**config.mk**
```make
export PLATFORM = sky130hd
export DESIGN_NAME = dual_limit_bin_sorter
export DESIGN_NICKNAME = d
export VERILOG_FILES = /design/src/rtl/sorter_pkg.sv /design/src/rtl/dual_limit_bin_sorter.sv /design/src/rtl/pulse_timer.sv
export VERILOG_INCLUDE_DIRS = /design/src /design/src/rtl
export SDC_FILE = /design/constraint.sdc
export NUM_CORES = 1
export LEC_CHECK = 0
export ABC_AREA = 0
export BUFFER_PORTS_ARGS = -buffer_cell sky130_fd_sc_hd__buf_2
export CORE_ASPECT_RATIO = 0.7
export CORE_MARGIN = 4
export CORE_UTILIZATION = 40
export DETAILED_ROUTE_END_ITERATION = 6
export HOLD_SLACK_MARGIN = 0.03
export MAX_ROUTING_LAYER = met4
export PLACE_DENSITY_LB_ADDON = 0.1
export SYNTH_ARGS = -nofsm -noshare
export SYNTH_HDL_FRONTEND = slang
export SYNTH_HIERARCHICAL = 1
export SYNTH_SLANG_ARGS = --single-unit
export TNS_END_PERCENT = 10
```
**constraint.sdc**
```tcl
create_clock -name mclk_i -period 6.66 [get_ports mclk_i]
set_input_delay 0.666 -clock mclk_i [delete_from_list [all_inputs] [get_ports mclk_i]]
set_output_delay 0.666 -clock mclk_i [all_outputs]
set_load 0.01 [all_outputs]
```
**src/rtl/sorter_defs.svh**
```systemverilog
// register offsets, field positions, reset values and timing counts of the bin sorter
`ifndef SORTER_DEFS_SVH
`define SORTER_DEFS_SVH

`define OFS_CTRL 12'h000
`define OFS_CMD 12'h004
`define OFS_STATUS 12'h008
`define OFS_PULSE_MS 12'h00C
`define OFS_INNER_HI 12'h010
`define OFS_INNER_LO 12'h014
`define OFS_OUTER_HI 12'h018
`define OFS_OUTER_LO 12'h01C
`define OFS_IRQ_STAT 12'h020
`define OFS_IRQ_MASK 12'h024

`define CTRL_INNER_EN 0
`define CTRL_OUTER_EN 1
`define CTRL_AUTO_INNER 2
`define CTRL_AUTO_OUTER 3
`define CTRL_OUT_EN 4
`define CTRL_LOW_SENSE 5
`define CTRL_PULSE_EN 6
`define CTRL_TONE_EN 7
`define CTRL_W 8
`define CTRL_RST 8'h0C

`define CMD_CLR_INNER 0
`define CMD_CLR_OUTER 1

`define IRQ_READING 0
`define IRQ_INNER_FAIL 1
`define IRQ_OUTER_FAIL 2
`define IRQ_PULSE_DONE 3
`define IRQ_W 4

`define INNER_HI_RST 32'h00000001
`define INNER_LO_RST 32'hFFFFFFFF
`define OUTER_HI_RST 32'h00000002
`define OUTER_LO_RST 32'hFFFFFFFE

`define PULSE_MS_W 27
`define PULSE_MS_RST 27'h0000002
`define PULSE_MS_MIN 27'h0000001
`define PULSE_MS_MAX 27'h5F5E0FF

`define CLK_PERIOD_NS 4
`define PULSE_UNIT_NS 1000000
`define MS_CYCLES ((`PULSE_UNIT_NS + `CLK_PERIOD_NS - 1) / `CLK_PERIOD_NS)

`endif

```
**src/rtl/sorter_pkg.sv**
```systemverilog
// types shared by the bin sorter and its pulse timer
package sorter_pkg;
  typedef struct packed {
    logic olo;
    logic ohi;
    logic ilo;
    logic ihi;
  } cmp_s;
  typedef logic [1:0] bin_t;
  typedef enum logic [0:0] {P_IDLE, P_RUN} pulse_state_e;
endpackage

```
**src/rtl/dual_limit_bin_sorter.sv**
```systemverilog
// dual-window limit checker with bin sorting, handler outputs, tone and apb registers
//
// Decided for this implementation: the register offsets and register access over APB.
`timescale 1ns/10ps
`include "sorter_defs.svh"
//
// Contract
// (RL1) Both pass gives bin 1, inner fail only bin 2, both fail bin 3.
// (RL2) Software enables inner and outer tests before readings for three-bin sorting.
// (RL3) Fail flags are sticky and are cleared before the next part is tested.
// (RL4) Fail flags clear by an explicit clear command or by automatic clear.
// (RL5) Inner low asserts #1,#5; inner high #2,#5; outer low adds #3, high #4.
// (RL6) Outputs assert, held or pulsed, at configured polarity only on a failing test.
// (RL7) Tone mode: inside inner window gives normal tone and inside indication.
// (RL8) Tone mode: between windows rough tone and "1" indication; outside outer no tone.
// (RL9) With auto clear a limit's flag clears on entering idle, else stays.
// (RL10) Test fails at or beyond a limit; status reads 0 pass, 1 fail.
// (RL11) Polarity is active high or low, default high; outputs disabled by default.
// (RL12) Pulse width programmable 1 ms to 99999.999 s, default 2 ms, pulse off.
// (RL13) Bin and outputs update once per reading after both comparisons are done.
module dual_limit_bin_sorter #(
  parameter int MS_CYCLES = `MS_CYCLES
) (
  input wire logic mclk_i,
  input wire logic rst_i,
  input wire logic psel_i,
  input wire logic penable_i,
  input wire logic pwrite_i,
  input wire logic [11:0] paddr_i,
  input wire logic [31:0] pwdata_i,
  output logic [31:0] prdata_o,
  output logic pready_o,
  output logic pslverr_o,
  input wire logic reading_valid_i,
  input wire logic [31:0] reading_i,
  input wire logic meas_idle_i,
  output logic [4:0] dout_o,
  output logic tone_normal_o,
  output logic tone_rough_o,
  output logic ind_inside_o,
  output logic ind_one_o,
  output logic [1:0] bin_o,
  output logic irq_o
);
  generate
    if (MS_CYCLES < 2) begin : g_bad
      $error("dual_limit_bin_sorter: MS_CYCLES must be at least 2");
    end
  endgenerate

  // configuration and limits
  logic [`CTRL_W-1:0] ctrl_reg;
  logic [`PULSE_MS_W-1:0] pulse_ms_reg;
  logic signed [31:0] inner_hi_reg;
  logic signed [31:0] inner_lo_reg;
  logic signed [31:0] outer_hi_reg;
  logic signed [31:0] outer_lo_reg;

  // apb answer
  logic [31:0] prdata_reg;
  logic pready_reg;
  logic pslverr_reg;

  // measurement path
  logic v1_reg;
  sorter_pkg::cmp_s cmp_reg;
  sorter_pkg::cmp_s cmp_next;
  logic fail_inner_reg;
  logic fail_outer_reg;
  logic fail_inner_next;
  logic fail_outer_next;
  sorter_pkg::bin_t bin_reg;
  logic [4:0] hit_reg;
  logic [4:0] dout_reg;
  logic tone_normal_reg;
  logic tone_rough_reg;
  logic ind_inside_reg;
  logic ind_one_reg;
  logic idle_q_reg;

  // interrupts
  logic [`IRQ_W-1:0] irq_stat_reg;
  logic [`IRQ_W-1:0] irq_stat_next;
  logic [`IRQ_W-1:0] irq_mask_reg;
  logic irq_reg;

  // control bits
  wire inner_en = ctrl_reg[`CTRL_INNER_EN];
  wire outer_en = ctrl_reg[`CTRL_OUTER_EN];
  wire auto_inner = ctrl_reg[`CTRL_AUTO_INNER];
  wire auto_outer = ctrl_reg[`CTRL_AUTO_OUTER];
  wire out_en = ctrl_reg[`CTRL_OUT_EN];
  wire low_sense = ctrl_reg[`CTRL_LOW_SENSE];
  wire pulse_en = ctrl_reg[`CTRL_PULSE_EN];
  wire tone_en = ctrl_reg[`CTRL_TONE_EN];

  // apb decode
  wire setup = psel_i && !penable_i;
  wire access = psel_i && penable_i && pready_reg;
  wire sel_ctrl = (paddr_i == `OFS_CTRL);
  wire sel_cmd = (paddr_i == `OFS_CMD);
  wire sel_status = (paddr_i == `OFS_STATUS);
  wire sel_pulse = (paddr_i == `OFS_PULSE_MS);
  wire sel_ihi = (paddr_i == `OFS_INNER_HI);
  wire sel_ilo = (paddr_i == `OFS_INNER_LO);
  wire sel_ohi = (paddr_i == `OFS_OUTER_HI);
  wire sel_olo = (paddr_i == `OFS_OUTER_LO);
  wire sel_istat = (paddr_i == `OFS_IRQ_STAT);
  wire sel_imask = (paddr_i == `OFS_IRQ_MASK);
  wire sel_any = sel_ctrl || sel_cmd || sel_status || sel_pulse || sel_ihi || sel_ilo || sel_ohi || sel_olo
    || sel_istat || sel_imask;
  wire wr = access && pwrite_i && sel_any;
  wire rd_istat = access && !pwrite_i && sel_istat;
  wire wr_ctrl = wr && sel_ctrl;
  wire wr_pulse = wr && sel_pulse;
  wire wr_ihi = wr && sel_ihi;
  wire wr_ilo = wr && sel_ilo;
  wire wr_ohi = wr && sel_ohi;
  wire wr_olo = wr && sel_olo;
  wire wr_imask = wr && sel_imask;

  // pulse timer status
  wire pulse_busy;
  wire pulse_done;

  wire [31:0] status_word = {26'h0000000, pulse_busy, bin_reg, 1'b0, fail_outer_reg, fail_inner_reg}; // [RL10]
  wire [31:0] rd_data =
    sel_ctrl ? {24'h000000, ctrl_reg} :
    sel_status ? status_word :
    sel_pulse ? {5'h00, pulse_ms_reg} :
    sel_ihi ? inner_hi_reg :
    sel_ilo ? inner_lo_reg :
    sel_ohi ? outer_hi_reg :
    sel_olo ? outer_lo_reg :
    sel_istat ? {28'h0000000, irq_stat_reg} :
    sel_imask ? {28'h0000000, irq_mask_reg} :
    32'h00000000;

  // the pulse width is clamped into the legal range rather than refused
  wire [`PULSE_MS_W-1:0] pulse_wr_raw = pwdata_i[`PULSE_MS_W-1:0];
  wire pulse_big = (pwdata_i[31:`PULSE_MS_W] != 5'h00) || (pulse_wr_raw > `PULSE_MS_MAX);
  wire [`PULSE_MS_W-1:0] pulse_wr =
    pulse_big ? `PULSE_MS_MAX :
    (pulse_wr_raw < `PULSE_MS_MIN) ? `PULSE_MS_MIN :
    pulse_wr_raw; // [RL12]

  // limit comparisons; a limit reached counts as failed, a disabled window always passes
  wire signed [31:0] rd_s = reading_i;
  assign cmp_next.ihi = inner_en && (rd_s >= inner_hi_reg); // [RL10]
  assign cmp_next.ilo = inner_en && (rd_s <= inner_lo_reg); // [RL10]
  assign cmp_next.ohi = outer_en && (rd_s >= outer_hi_reg); // [RL10]
  assign cmp_next.olo = outer_en && (rd_s <= outer_lo_reg); // [RL10]

  wire inner_f = cmp_reg.ihi || cmp_reg.ilo;
  wire outer_f = cmp_reg.ohi || cmp_reg.olo;
  // outer failing with inner passing cannot happen with nested windows; it still sorts as bin 3
  wire [1:0] bin_now = outer_f ? 2'h3 : (inner_f ? 2'h2 : 2'h1); // [RL1]
  wire [4:0] hit_now = {inner_f, cmp_reg.ohi, cmp_reg.olo, cmp_reg.ihi, cmp_reg.ilo}; // [RL5]

  // fail flags: a set in the same cycle as a clear wins
  wire idle_enter = meas_idle_i && !idle_q_reg;
  wire clr_inner = (wr && sel_cmd && pwdata_i[`CMD_CLR_INNER]) || (auto_inner && idle_enter); // [RL4] [RL9]
  wire clr_outer = (wr && sel_cmd && pwdata_i[`CMD_CLR_OUTER]) || (auto_outer && idle_enter); // [RL4] [RL9]
  wire set_inner = v1_reg && inner_f;
  wire set_outer = v1_reg && outer_f;
  assign fail_inner_next = set_inner || (fail_inner_reg && !clr_inner); // [RL3]
  assign fail_outer_next = set_outer || (fail_outer_reg && !clr_outer); // [RL3]

  // interrupt events; a read clears only the bits it returned, so a fresh event survives
  wire [`IRQ_W-1:0] irq_ev = {pulse_done, set_outer, set_inner, v1_reg};
  wire [`IRQ_W-1:0] irq_clr = rd_istat ? prdata_reg[`IRQ_W-1:0] : {`IRQ_W{1'b0}};
  assign irq_stat_next = irq_ev | (irq_stat_reg & ~irq_clr);

  // pulse starts on every reading that fails a test while pulsed outputs are enabled
  wire pulse_start = v1_reg && (|hit_now) && out_en && pulse_en; // [RL12]
  wire drive_on = out_en && (!pulse_en || pulse_busy); // [RL6] [RL11]

  pulse_timer #(
    .MS_CYCLES(MS_CYCLES),
    .MS_W(`PULSE_MS_W)
  ) u_pulse (
    .mclk_i(mclk_i),
    .rst_i(rst_i),
    .start_i(pulse_start),
    .len_ms_i(pulse_ms_reg),
    .busy_o(pulse_busy),
    .done_o(pulse_done)
  );

  // apb slave: zero wait states, answer registered in the setup cycle
  always_ff @(posedge mclk_i) begin
    if (rst_i) begin
      prdata_reg <= 32'h00000000;
      pready_reg <= 1'b0;
      pslverr_reg <= 1'b0;
    end else begin
      pready_reg <= setup;
      if (setup) begin
        prdata_reg <= pwrite_i ? 32'h00000000 : rd_data;
        pslverr_reg <= !sel_any;
      end else if (access) begin
        pslverr_reg <= 1'b0;
      end
    end
  end

  // software registers, one short process each
  always_ff @(posedge mclk_i) begin
    if (rst_i) begin
      ctrl_reg <= `CTRL_RST; // [RL11] [RL12]
    end else if (wr_ctrl) begin
      ctrl_reg <= pwdata_i[`CTRL_W-1:0];
    end
  end

  always_ff @(posedge mclk_i) begin
    if (rst_i) begin
      pulse_ms_reg <= `PULSE_MS_RST; // [RL12]
    end else if (wr_pulse) begin
      pulse_ms_reg <= pulse_wr;
    end
  end

  always_ff @(posedge mclk_i) begin
    if (rst_i) begin
      inner_hi_reg <= `INNER_HI_RST;
    end else if (wr_ihi) begin
      inner_hi_reg <= pwdata_i;
    end
  end

  always_ff @(posedge mclk_i) begin
    if (rst_i) begin
      inner_lo_reg <= `INNER_LO_RST;
    end else if (wr_ilo) begin
      inner_lo_reg <= pwdata_i;
    end
  end

  always_ff @(posedge mclk_i) begin
    if (rst_i) begin
      outer_hi_reg <= `OUTER_HI_RST;
    end else if (wr_ohi) begin
      outer_hi_reg <= pwdata_i;
    end
  end

  always_ff @(posedge mclk_i) begin
    if (rst_i) begin
      outer_lo_reg <= `OUTER_LO_RST;
    end else if (wr_olo) begin
      outer_lo_reg <= pwdata_i;
    end
  end

  always_ff @(posedge mclk_i) begin
    if (rst_i) begin
      irq_mask_reg <= {`IRQ_W{1'b0}};
    end else if (wr_imask) begin
      irq_mask_reg <= pwdata_i[`IRQ_W-1:0];
    end
  end

  // stage one: register both comparisons of a reading
  always_ff @(posedge mclk_i) begin
    if (rst_i) begin
      v1_reg <= 1'b0;
      cmp_reg <= '0;
      idle_q_reg <= 1'b1; // an idle input at reset release is no fresh entry into idle
    end else begin
      v1_reg <= reading_valid_i;
      idle_q_reg <= meas_idle_i;
      if (reading_valid_i) begin
        cmp_reg <= cmp_next;
      end
    end
  end

  // stage two: one classification per completed reading
  always_ff @(posedge mclk_i) begin
    if (rst_i) begin
      bin_reg <= 2'h1;
      hit_reg <= 5'h00;
      fail_inner_reg <= 1'b0;
      fail_outer_reg <= 1'b0;
    end else begin
      fail_inner_reg <= fail_inner_next;
      fail_outer_reg <= fail_outer_next;
      if (v1_reg) begin
        bin_reg <= bin_now; // [RL13]
        hit_reg <= hit_now; // [RL13]
      end
    end
  end

  // tone and indications hold until the next reading
  always_ff @(posedge mclk_i) begin
    if (rst_i) begin
      tone_normal_reg <= 1'b0;
      tone_rough_reg <= 1'b0;
      ind_inside_reg <= 1'b0;
      ind_one_reg <= 1'b0;
    end else if (v1_reg) begin
      tone_normal_reg <= tone_en && !inner_f && !outer_f; // [RL7]
      ind_inside_reg <= tone_en && !inner_f && !outer_f; // [RL7]
      tone_rough_reg <= tone_en && inner_f && !outer_f; // [RL8]
      ind_one_reg <= tone_en && inner_f && !outer_f; // [RL8]
    end
  end

  // handler outputs, one flop per line; disabled lines rest at the inactive level
  genvar i;
  generate
    for (i = 0; i < 5; i++) begin : g_dout
      always_ff @(posedge mclk_i) begin
        if (rst_i) begin
          dout_reg[i] <= 1'b0;
        end else begin
          dout_reg[i] <= (hit_reg[i] && drive_on) ^ low_sense; // [RL6] [RL5]
        end
      end
    end
  endgenerate

  // interrupt status, mask and level output
  always_ff @(posedge mclk_i) begin
    if (rst_i) begin
      irq_stat_reg <= {`IRQ_W{1'b0}};
      irq_reg <= 1'b0;
    end else begin
      irq_stat_reg <= irq_stat_next;
      irq_reg <= |(irq_stat_next & irq_mask_reg);
    end
  end

  assign prdata_o = prdata_reg;
  assign pready_o = pready_reg;
  assign pslverr_o = pslverr_reg;
  assign dout_o = dout_reg;
  assign tone_normal_o = tone_normal_reg;
  assign tone_rough_o = tone_rough_reg;
  assign ind_inside_o = ind_inside_reg;
  assign ind_one_o = ind_one_reg;
  assign bin_o = bin_reg;
  assign irq_o = irq_reg;
endmodule

```
**src/rtl/pulse_timer.sv**
```systemverilog
// millisecond pulse timer that times the asserted width of the digital outputs
`timescale 1ns/10ps
`include "sorter_defs.svh"
module pulse_timer #(
  parameter int MS_CYCLES = `MS_CYCLES,
  parameter int MS_W = `PULSE_MS_W
) (
  input wire logic mclk_i,
  input wire logic rst_i,
  input wire logic start_i,
  input wire logic [MS_W-1:0] len_ms_i,
  output logic busy_o,
  output logic done_o
);
  localparam int PW = (MS_CYCLES > 1) ? $clog2(MS_CYCLES) : 1;

  generate
    if (MS_CYCLES < 2 || MS_W < 1) begin : g_bad
      $error("pulse_timer: MS_CYCLES must be at least 2");
    end
  endgenerate

  sorter_pkg::pulse_state_e state_reg;
  logic [PW-1:0] pre_reg;
  logic [MS_W-1:0] ms_reg;
  logic done_reg;
  wire tick = (pre_reg == PW'(MS_CYCLES - 1));
  wire last = tick && (ms_reg <= MS_W'(1));

  // a new start restarts the count so the width follows the newest reading
  always_ff @(posedge mclk_i) begin
    if (rst_i) begin
      state_reg <= sorter_pkg::P_IDLE;
      pre_reg <= '0;
      ms_reg <= '0;
      done_reg <= 1'b0;
    end else begin
      done_reg <= 1'b0;
      if (start_i) begin
        state_reg <= sorter_pkg::P_RUN;
        pre_reg <= '0;
        ms_reg <= len_ms_i;
      end else begin
        unique case (state_reg)
          sorter_pkg::P_IDLE: begin
            pre_reg <= '0;
          end
          sorter_pkg::P_RUN: begin
            pre_reg <= tick ? '0 : pre_reg + PW'(1);
            if (tick) begin
              ms_reg <= ms_reg - MS_W'(1);
            end
            if (last) begin
              state_reg <= sorter_pkg::P_IDLE;
              done_reg <= 1'b1;
            end
          end
        endcase
      end
    end
  end

  assign busy_o = (state_reg == sorter_pkg::P_RUN);
  assign done_o = done_reg;
endmodule

```
==> results of run 1 <==
-- cells in the mapped netlist (12+ instances only) --
cell,count,area (um2)
nand2_1,328,1230
dfxtp_1,275,5510
a21oi_1,171,856
inv_1,152,571
ha_1,131,1640
nor2_1,108,405
o211ai_1,77,578
clkbuf_1,72,270
o21ai_0,46,230
nand3_1,33,165
nand4_1,33,206
nor3_1,29,145
nor4_1,25,156
buf_2,23,115
a21o_1,21,158
a211oi_1,20,150
a22o_1,19,166
xnor2_1,19,166
a22oi_1,18,135
and2_1,18,113
o221a_2,17,191
mux2i_1,15,150
a221oi_1,14,123
or3_1,14,87.6
nor2b_1,13,81.3
o221ai_1,12,105
xor2_1,12,105
-- cells in the final DEF, fill, tap and decap left out, types with 21 or more instances in the layout --
| cell | instances |
|---|---|
| nand2_1 | 325 |
| dfxtp_1 | 275 |
| a21oi_1 | 171 |
| inv_1 | 152 |
| ha_1 | 131 |
| buf_2 | 127 |
| nor2_1 | 108 |
| o211ai_1 | 77 |
| o21ai_0 | 46 |
| nand3_1 | 33 |
| nand4_1 | 33 |
| clkbuf_16 | 31 |
| nor3_1 | 27 |
| nor4_1 | 24 |
| a21o_1 | 21 |
-- routing by layer --
layer / share of wire / GRT usage / vias up
met5: 0 / - / -
met4: 0.027 / 0.0666 / 0
met3: 0.073 / 0.0434 / 97
met2: 0.41 / 0.391 / 539
met1: 0.49 / 0.416 / 7174
li1: - / - / 6984
-- cell families (layout without fill, tap and decap cells) --
group                    Yosys count  after routing  synth area share
flip-flops                       275            275             0.355
buffers and inverters            264            355            0.0693
AND/OR/NAND/NOR                  685            685             0.216
XOR/XNOR                          31             31            0.0175
AO/OA/AOI/OAI                    501            501             0.221
adder cells (fa/ha/maj)          131            131             0.106
multiplexers                      22             22            0.0162
-- final timing paths --
path | from | endpoint | slack, ns | cells after the start
setup / recovery | paddr_i[2] | outer_lo_reg[0] | 2.73 | 9
hold / removal | meas_idle_i | idle_q_reg | 0.30 | 2
setup reg to reg | pready_o | outer_lo_reg[0] | 3.55 | 7
hold reg to reg | u_pulse/pre_reg[0] | u_pulse/pre_reg[0] | 0.44 | 1
-- layout make-up --
cell class	count	area share
clock buffers	43	0.0506
clock inverters	11	0.0106
inverters	154	0.0329
multi-input cells	1370	0.511
flip-flops and latches	275	0.313
well taps	527	0.0375
repair buffers	147	0.0449
-- through the flow --
| step | cell area [um2] | setup slack, ns | utilization | hold WS [ns] |
|---|---|---|---|---|
| global route | 17600 | 2.59 | 0.459 | 0.276 |
| global placement | 16500 | 2.39 | 0.430 | 0.425 |
| CTS | 17600 | 2.87 | 0.459 | 0.266 |
| finish | 17600 | 2.73 | 0.459 | 0.296 |
| detailed placement | 16500 | 2.27 | 0.430 | 0.438 |
| floorplan | 15500 | 4.14 | - | 0.413 |
-- where the power goes --
part           switching, uW  internal [uW]  leakage (uW)  total (uW)
Clock                    720           1120      0.000529        1840
Combinational            177           72.4       0.00424         249
Sequential              1.09           1650       0.00222        1650
Total                    898           2840       0.00698        3730
==> impl_metrics.csv, run 1 <==
group,metric,value,unit
cells_and_area,antennaDiodeCount,0,
detailed_routing,drcViolationCount,0,
power_and_ir_drop,finalPower,3730,uW
clock_network,htree_levels,1,
synthesis,netlist_area,15500,um2
global_routing,antenna_found_initial,0,
clock_network,root_buffer,"clkbuf_16",
synthesis,synth-seq-area-share,0.355,
power_and_ir_drop,leakage,0.00698,uW
clock_network,cts_tree,"built",
synthesis,yosys_warnings,6,
setup_path,critPathTopFamily,"simple AND/OR/NAND/NOR gates",
global_routing,grt_max_degree,64,
sta,setup-tns-final,0,ns
detailed_routing,vias,14800,
sta,slew_headroom,0.319,
cells_and_area,area_delta_synth_final,13.3,%
setup_path,path_common_cell,"buf_4",
sta,worst_pin_slew,1.01,ns
synthesis,syn_nets,2123,
place,gp_congestion,0.910,
clock_network,clk_pin_slew,0.06,ns
synthesis,ys_ff_latch,275,
run,drv_cap,0,
floorplanning,core_area,38400,um2
clock_network,hold_buffers,0,
setup_path,crit_path_end_kind,"flip-flop",
global_routing,grt_first_pass_wirelength,88200,um
clock_network,insertion_delay,0.57,ns
floorplanning,die_y,173,um
setup_path,worstPathMaxFanout,34,
floorplanning,initial_utilization,0.405,
detailed_routing,finalWirelength,58600,um
place,io_buffers,128,
floorplanning,row_count,60,
global_routing,grtUsageTotal,0.278,
synthesis,syn_inst,1909,
sta,min_period_over_period,0.590,
sta,slew_viol_final,0,
clock_network,postCtsResizedCells,0,
synthesis,ys_async_sr_fraction,0,
floorplanning,die_w,243,um
synthesis,synth_area_per_cell,8.13,um2
cells_and_area,nNetsFinal,2192,
sta,fin_skew,0.0151,ns
global_routing,gr-total-overflow,0,
status,outcome,"completed",
detailed_routing,drt_pass1_iterations,5,
detailed_routing,routedWlPerCell,23.2,um
clock_network,cts_sinks,275,
clock_network,cts_setup_buffers,0,
sta,finalSetupViolCount,0,
place,hpwl,43400,um
clock_network,cts_made_buffers,30,
synthesis,synth-edff-count,0,
synthesis,synth_ff_type,"dfxtp_1",
setup_path,path_buf_inv,4,
floorplanning,die_area,42100,um2
sta,rsz0062_at_grt,"no",
setup_path,crit_type,"in -> reg",
sta,clock.fmax,255,MHz
cells_and_area,drive_above_1_share,0.131,
cells_and_area,regArea,5510,um2
setup_path,critPathSlowestCell,"and2_1",
worst_hold_path,hold_class,"in -> reg",
setup_path,crit_required,7.10,ns
power_and_ir_drop,p_per_area,212,nW/um2
floorplanning,num_io_pins,129,
cells_and_area,fill_cells,3838,
synthesis,synthDistinctLibCells,88,
setup_path,crit_chain,"buf_2, inv_1, nor3_2, buf_4, and2_1, and2_2, buf_4, mux2i_1, nor2_1",
detailed_routing,ant_nets,0,
clock_network,clk_path_buf_depth,3,
place,dpl.cell_count,2473,
detailed_routing,dr.first_iter.drc_count,1330,
detailed_routing,avgViaCountPerCell,5.85,
sta,hold_viol_final,0,
setup_path,max_stage_delay,0.76,ns
global_routing,first_global_vias,13900,
power_and_ir_drop,ir_drop,0.180,mV
setup_path,cp-start-kind,"input pin",
setup_path,arrival,4.36,ns
sta,fin_crit,3.93,ns
cells_and_area,instances_no_fill,2527,
cells_and_area,multi_input_area,8980,um2
(Power assumes the default switching activity.)
==> run 2, diff against run 1 <==
clock period = 3.3 ns   (was 6.66 ns; I/O delays follow)
==> impl_metrics.csv, run 2 (synthesis results as in run 1) <==
group,metric,value,unit
status,outcome,"completed",
cells_and_area,area_delta_synth_final,15.4,%
setup_path,max_stage_delay,0.51,ns
place,placed_area,16900,um2
floorplanning,num_io_pins,129,
clock_network,insertion_delay,0.57,ns
floorplanning,die_y,173,um
setup_path,path_buf_inv,1,
cells_and_area,fin_area,17900,um2
sta,slew_headroom,0.363,
worst_hold_path,hold_class,"in -> reg",
detailed_routing,routedWlPerCell,23.5,um
global_routing,grt_first_pass_wirelength,89900,um
floorplanning,core_area,38400,um2
place,io_buffers,128,
clock_network,cts_tree,"built",
global_routing,antenna_found_initial,0,
clock_network,root_buffer,"clkbuf_16",
global_routing,first_global_vias,14100,
sta,clock.fmax,364,MHz
cells_and_area,nNetsFinal,2233,
power_and_ir_drop,leakage,0.00717,uW
detailed_routing,finalWirelength,60200,um
run,drv_cap,0,
detailed_routing,dr.first_iter.drc_count,1499,
detailed_routing,avgViaCountPerCell,5.82,
global_routing,gr-total-overflow,0,
setup_path,critPathSlowestCell,"or4_1",
sta,fin_ws,0.551,ns
setup_path,worstPathMaxFanout,3,
setup_path,arrival,3.21,ns
detailed_routing,drt_pass1_iterations,6,
cells_and_area,instances_no_fill,2567,
floorplanning,initial_utilization,0.405,
setup_path,crit_type,"reg -> reg",
setup_path,crit_path_end_kind,"flip-flop",
cells_and_area,final_common_cell,"nand2_1",
setup_path,crit_required,3.76,ns
detailed_routing,vias,14900,
place,gp_congestion,1.01,
place,pre_cts_ws,0.382,ns
sta,min_period_over_period,0.833,
clock_network,cts_setup_buffers,0,
setup_path,crit_chain,"inv_1, ha_1, a21oi_1, o21ai_0, a221o_1, o31a_1, or4_1, o311a_1",
global_routing,grtUsageTotal,0.285,
sta,worst_pin_slew,0.947,ns
sta,hold_viol_final,0,
detailed_routing,drcViolationCount,0,
floorplanning,row_count,60,
clock_network,cts_sinks,275,
place,dpl.cell_count,2514,
sta,finalSetupViolCount,0,
worst_hold_path,min_path_cells,3,
clock_network,hold_buffers,1,
sta,slew_viol_final,0,
clock_network,clk_pin_slew,0.07,ns
sta,rsz0062_at_grt,"no",
cells_and_area,drive_above_1_share,0.144,
clock_network,cts_made_buffers,29,
setup_path,cp-start-kind,"flip-flop",
sta,fin_skew,0.0106,ns
power_and_ir_drop,p_per_area,418,nW/um2
global_routing,grt_max_degree,57,
sta,fin_crit,2.75,ns
clock_network,clk_path_buf_depth,3,
clock_network,htree_levels,1,
cells_and_area,final_cell_mix,"nand2_1 (327), dfxtp_1 (275), a21oi_1 (171)",
sta,setup-tns-final,0,ns
setup_path,r2r_cells,8,
detailed_routing,ant_nets,0,
floorplanning,die_area,42100,um2
floorplanning,die_w,243,um
cells_and_area,final_core_util,0.467,
setup_path,worst-path-stages,8,
place,hpwl,45400,um
setup_path,critPathTopFamily,"compound AO/OA/AOI/OAI gates",
clock_network,postCtsResizedCells,0,
power_and_ir_drop,ir_drop,0.389,mV
==> run 2: final timing paths <==
check | start | slack [ns] | to
worst max-delay path | inner_hi_reg[5] | 0.55 | cmp_reg[0]
worst min-delay path | pwdata_i[31] | 0.06 | outer_hi_reg[31]
worst max register to register | inner_hi_reg[5] | 0.55 | cmp_reg[0]
worst min register to register | u_pulse/pre_reg[0] | 0.44 | u_pulse/pre_reg[0]
==> run 2: area by class of cell <==
cell class	count	area, um2
Fill cell	3828	20500
Multi-Input combinational cell	1370	8980
Sequential cell	275	5510
Timing Repair Buffer	189	1160
Clock buffer	44	842
Tap cell	527	659
Inverter	154	578
Clock inverter	7	188
Antenna cell	1	2.50
==> run 2: tightest hold or removal path, stage by stage <==
cell and delay [ns]:
buf_2 0.13, nand2_1 0.06, a21oi_1 0.05
==> run 2: power by group <==
part           total, uW  internal (uW)  switching (uW)
combinational        523            155             368
clock               3630           2210            1420
sequential          3330           3320            3.17
total               7480           5690            1790
==> run 2: layer usage <==
metal  track usage  vias up  share of wire
met5             -        -              0
met4        0.0781        0          0.031
met3        0.0659       94          0.089
met2         0.393      619           0.40
met1         0.415     7166           0.48
li1              -     7065              -
==> run 2: metrics by stage <==
stage               hold slack [ns]  total power (uW)
floorplan                     0.413              3650
global placement              0.427              3900
detailed placement            0.433              3910
CTS                          0.0346              7520
global route                 0.0484              7710
finish                       0.0598              7480
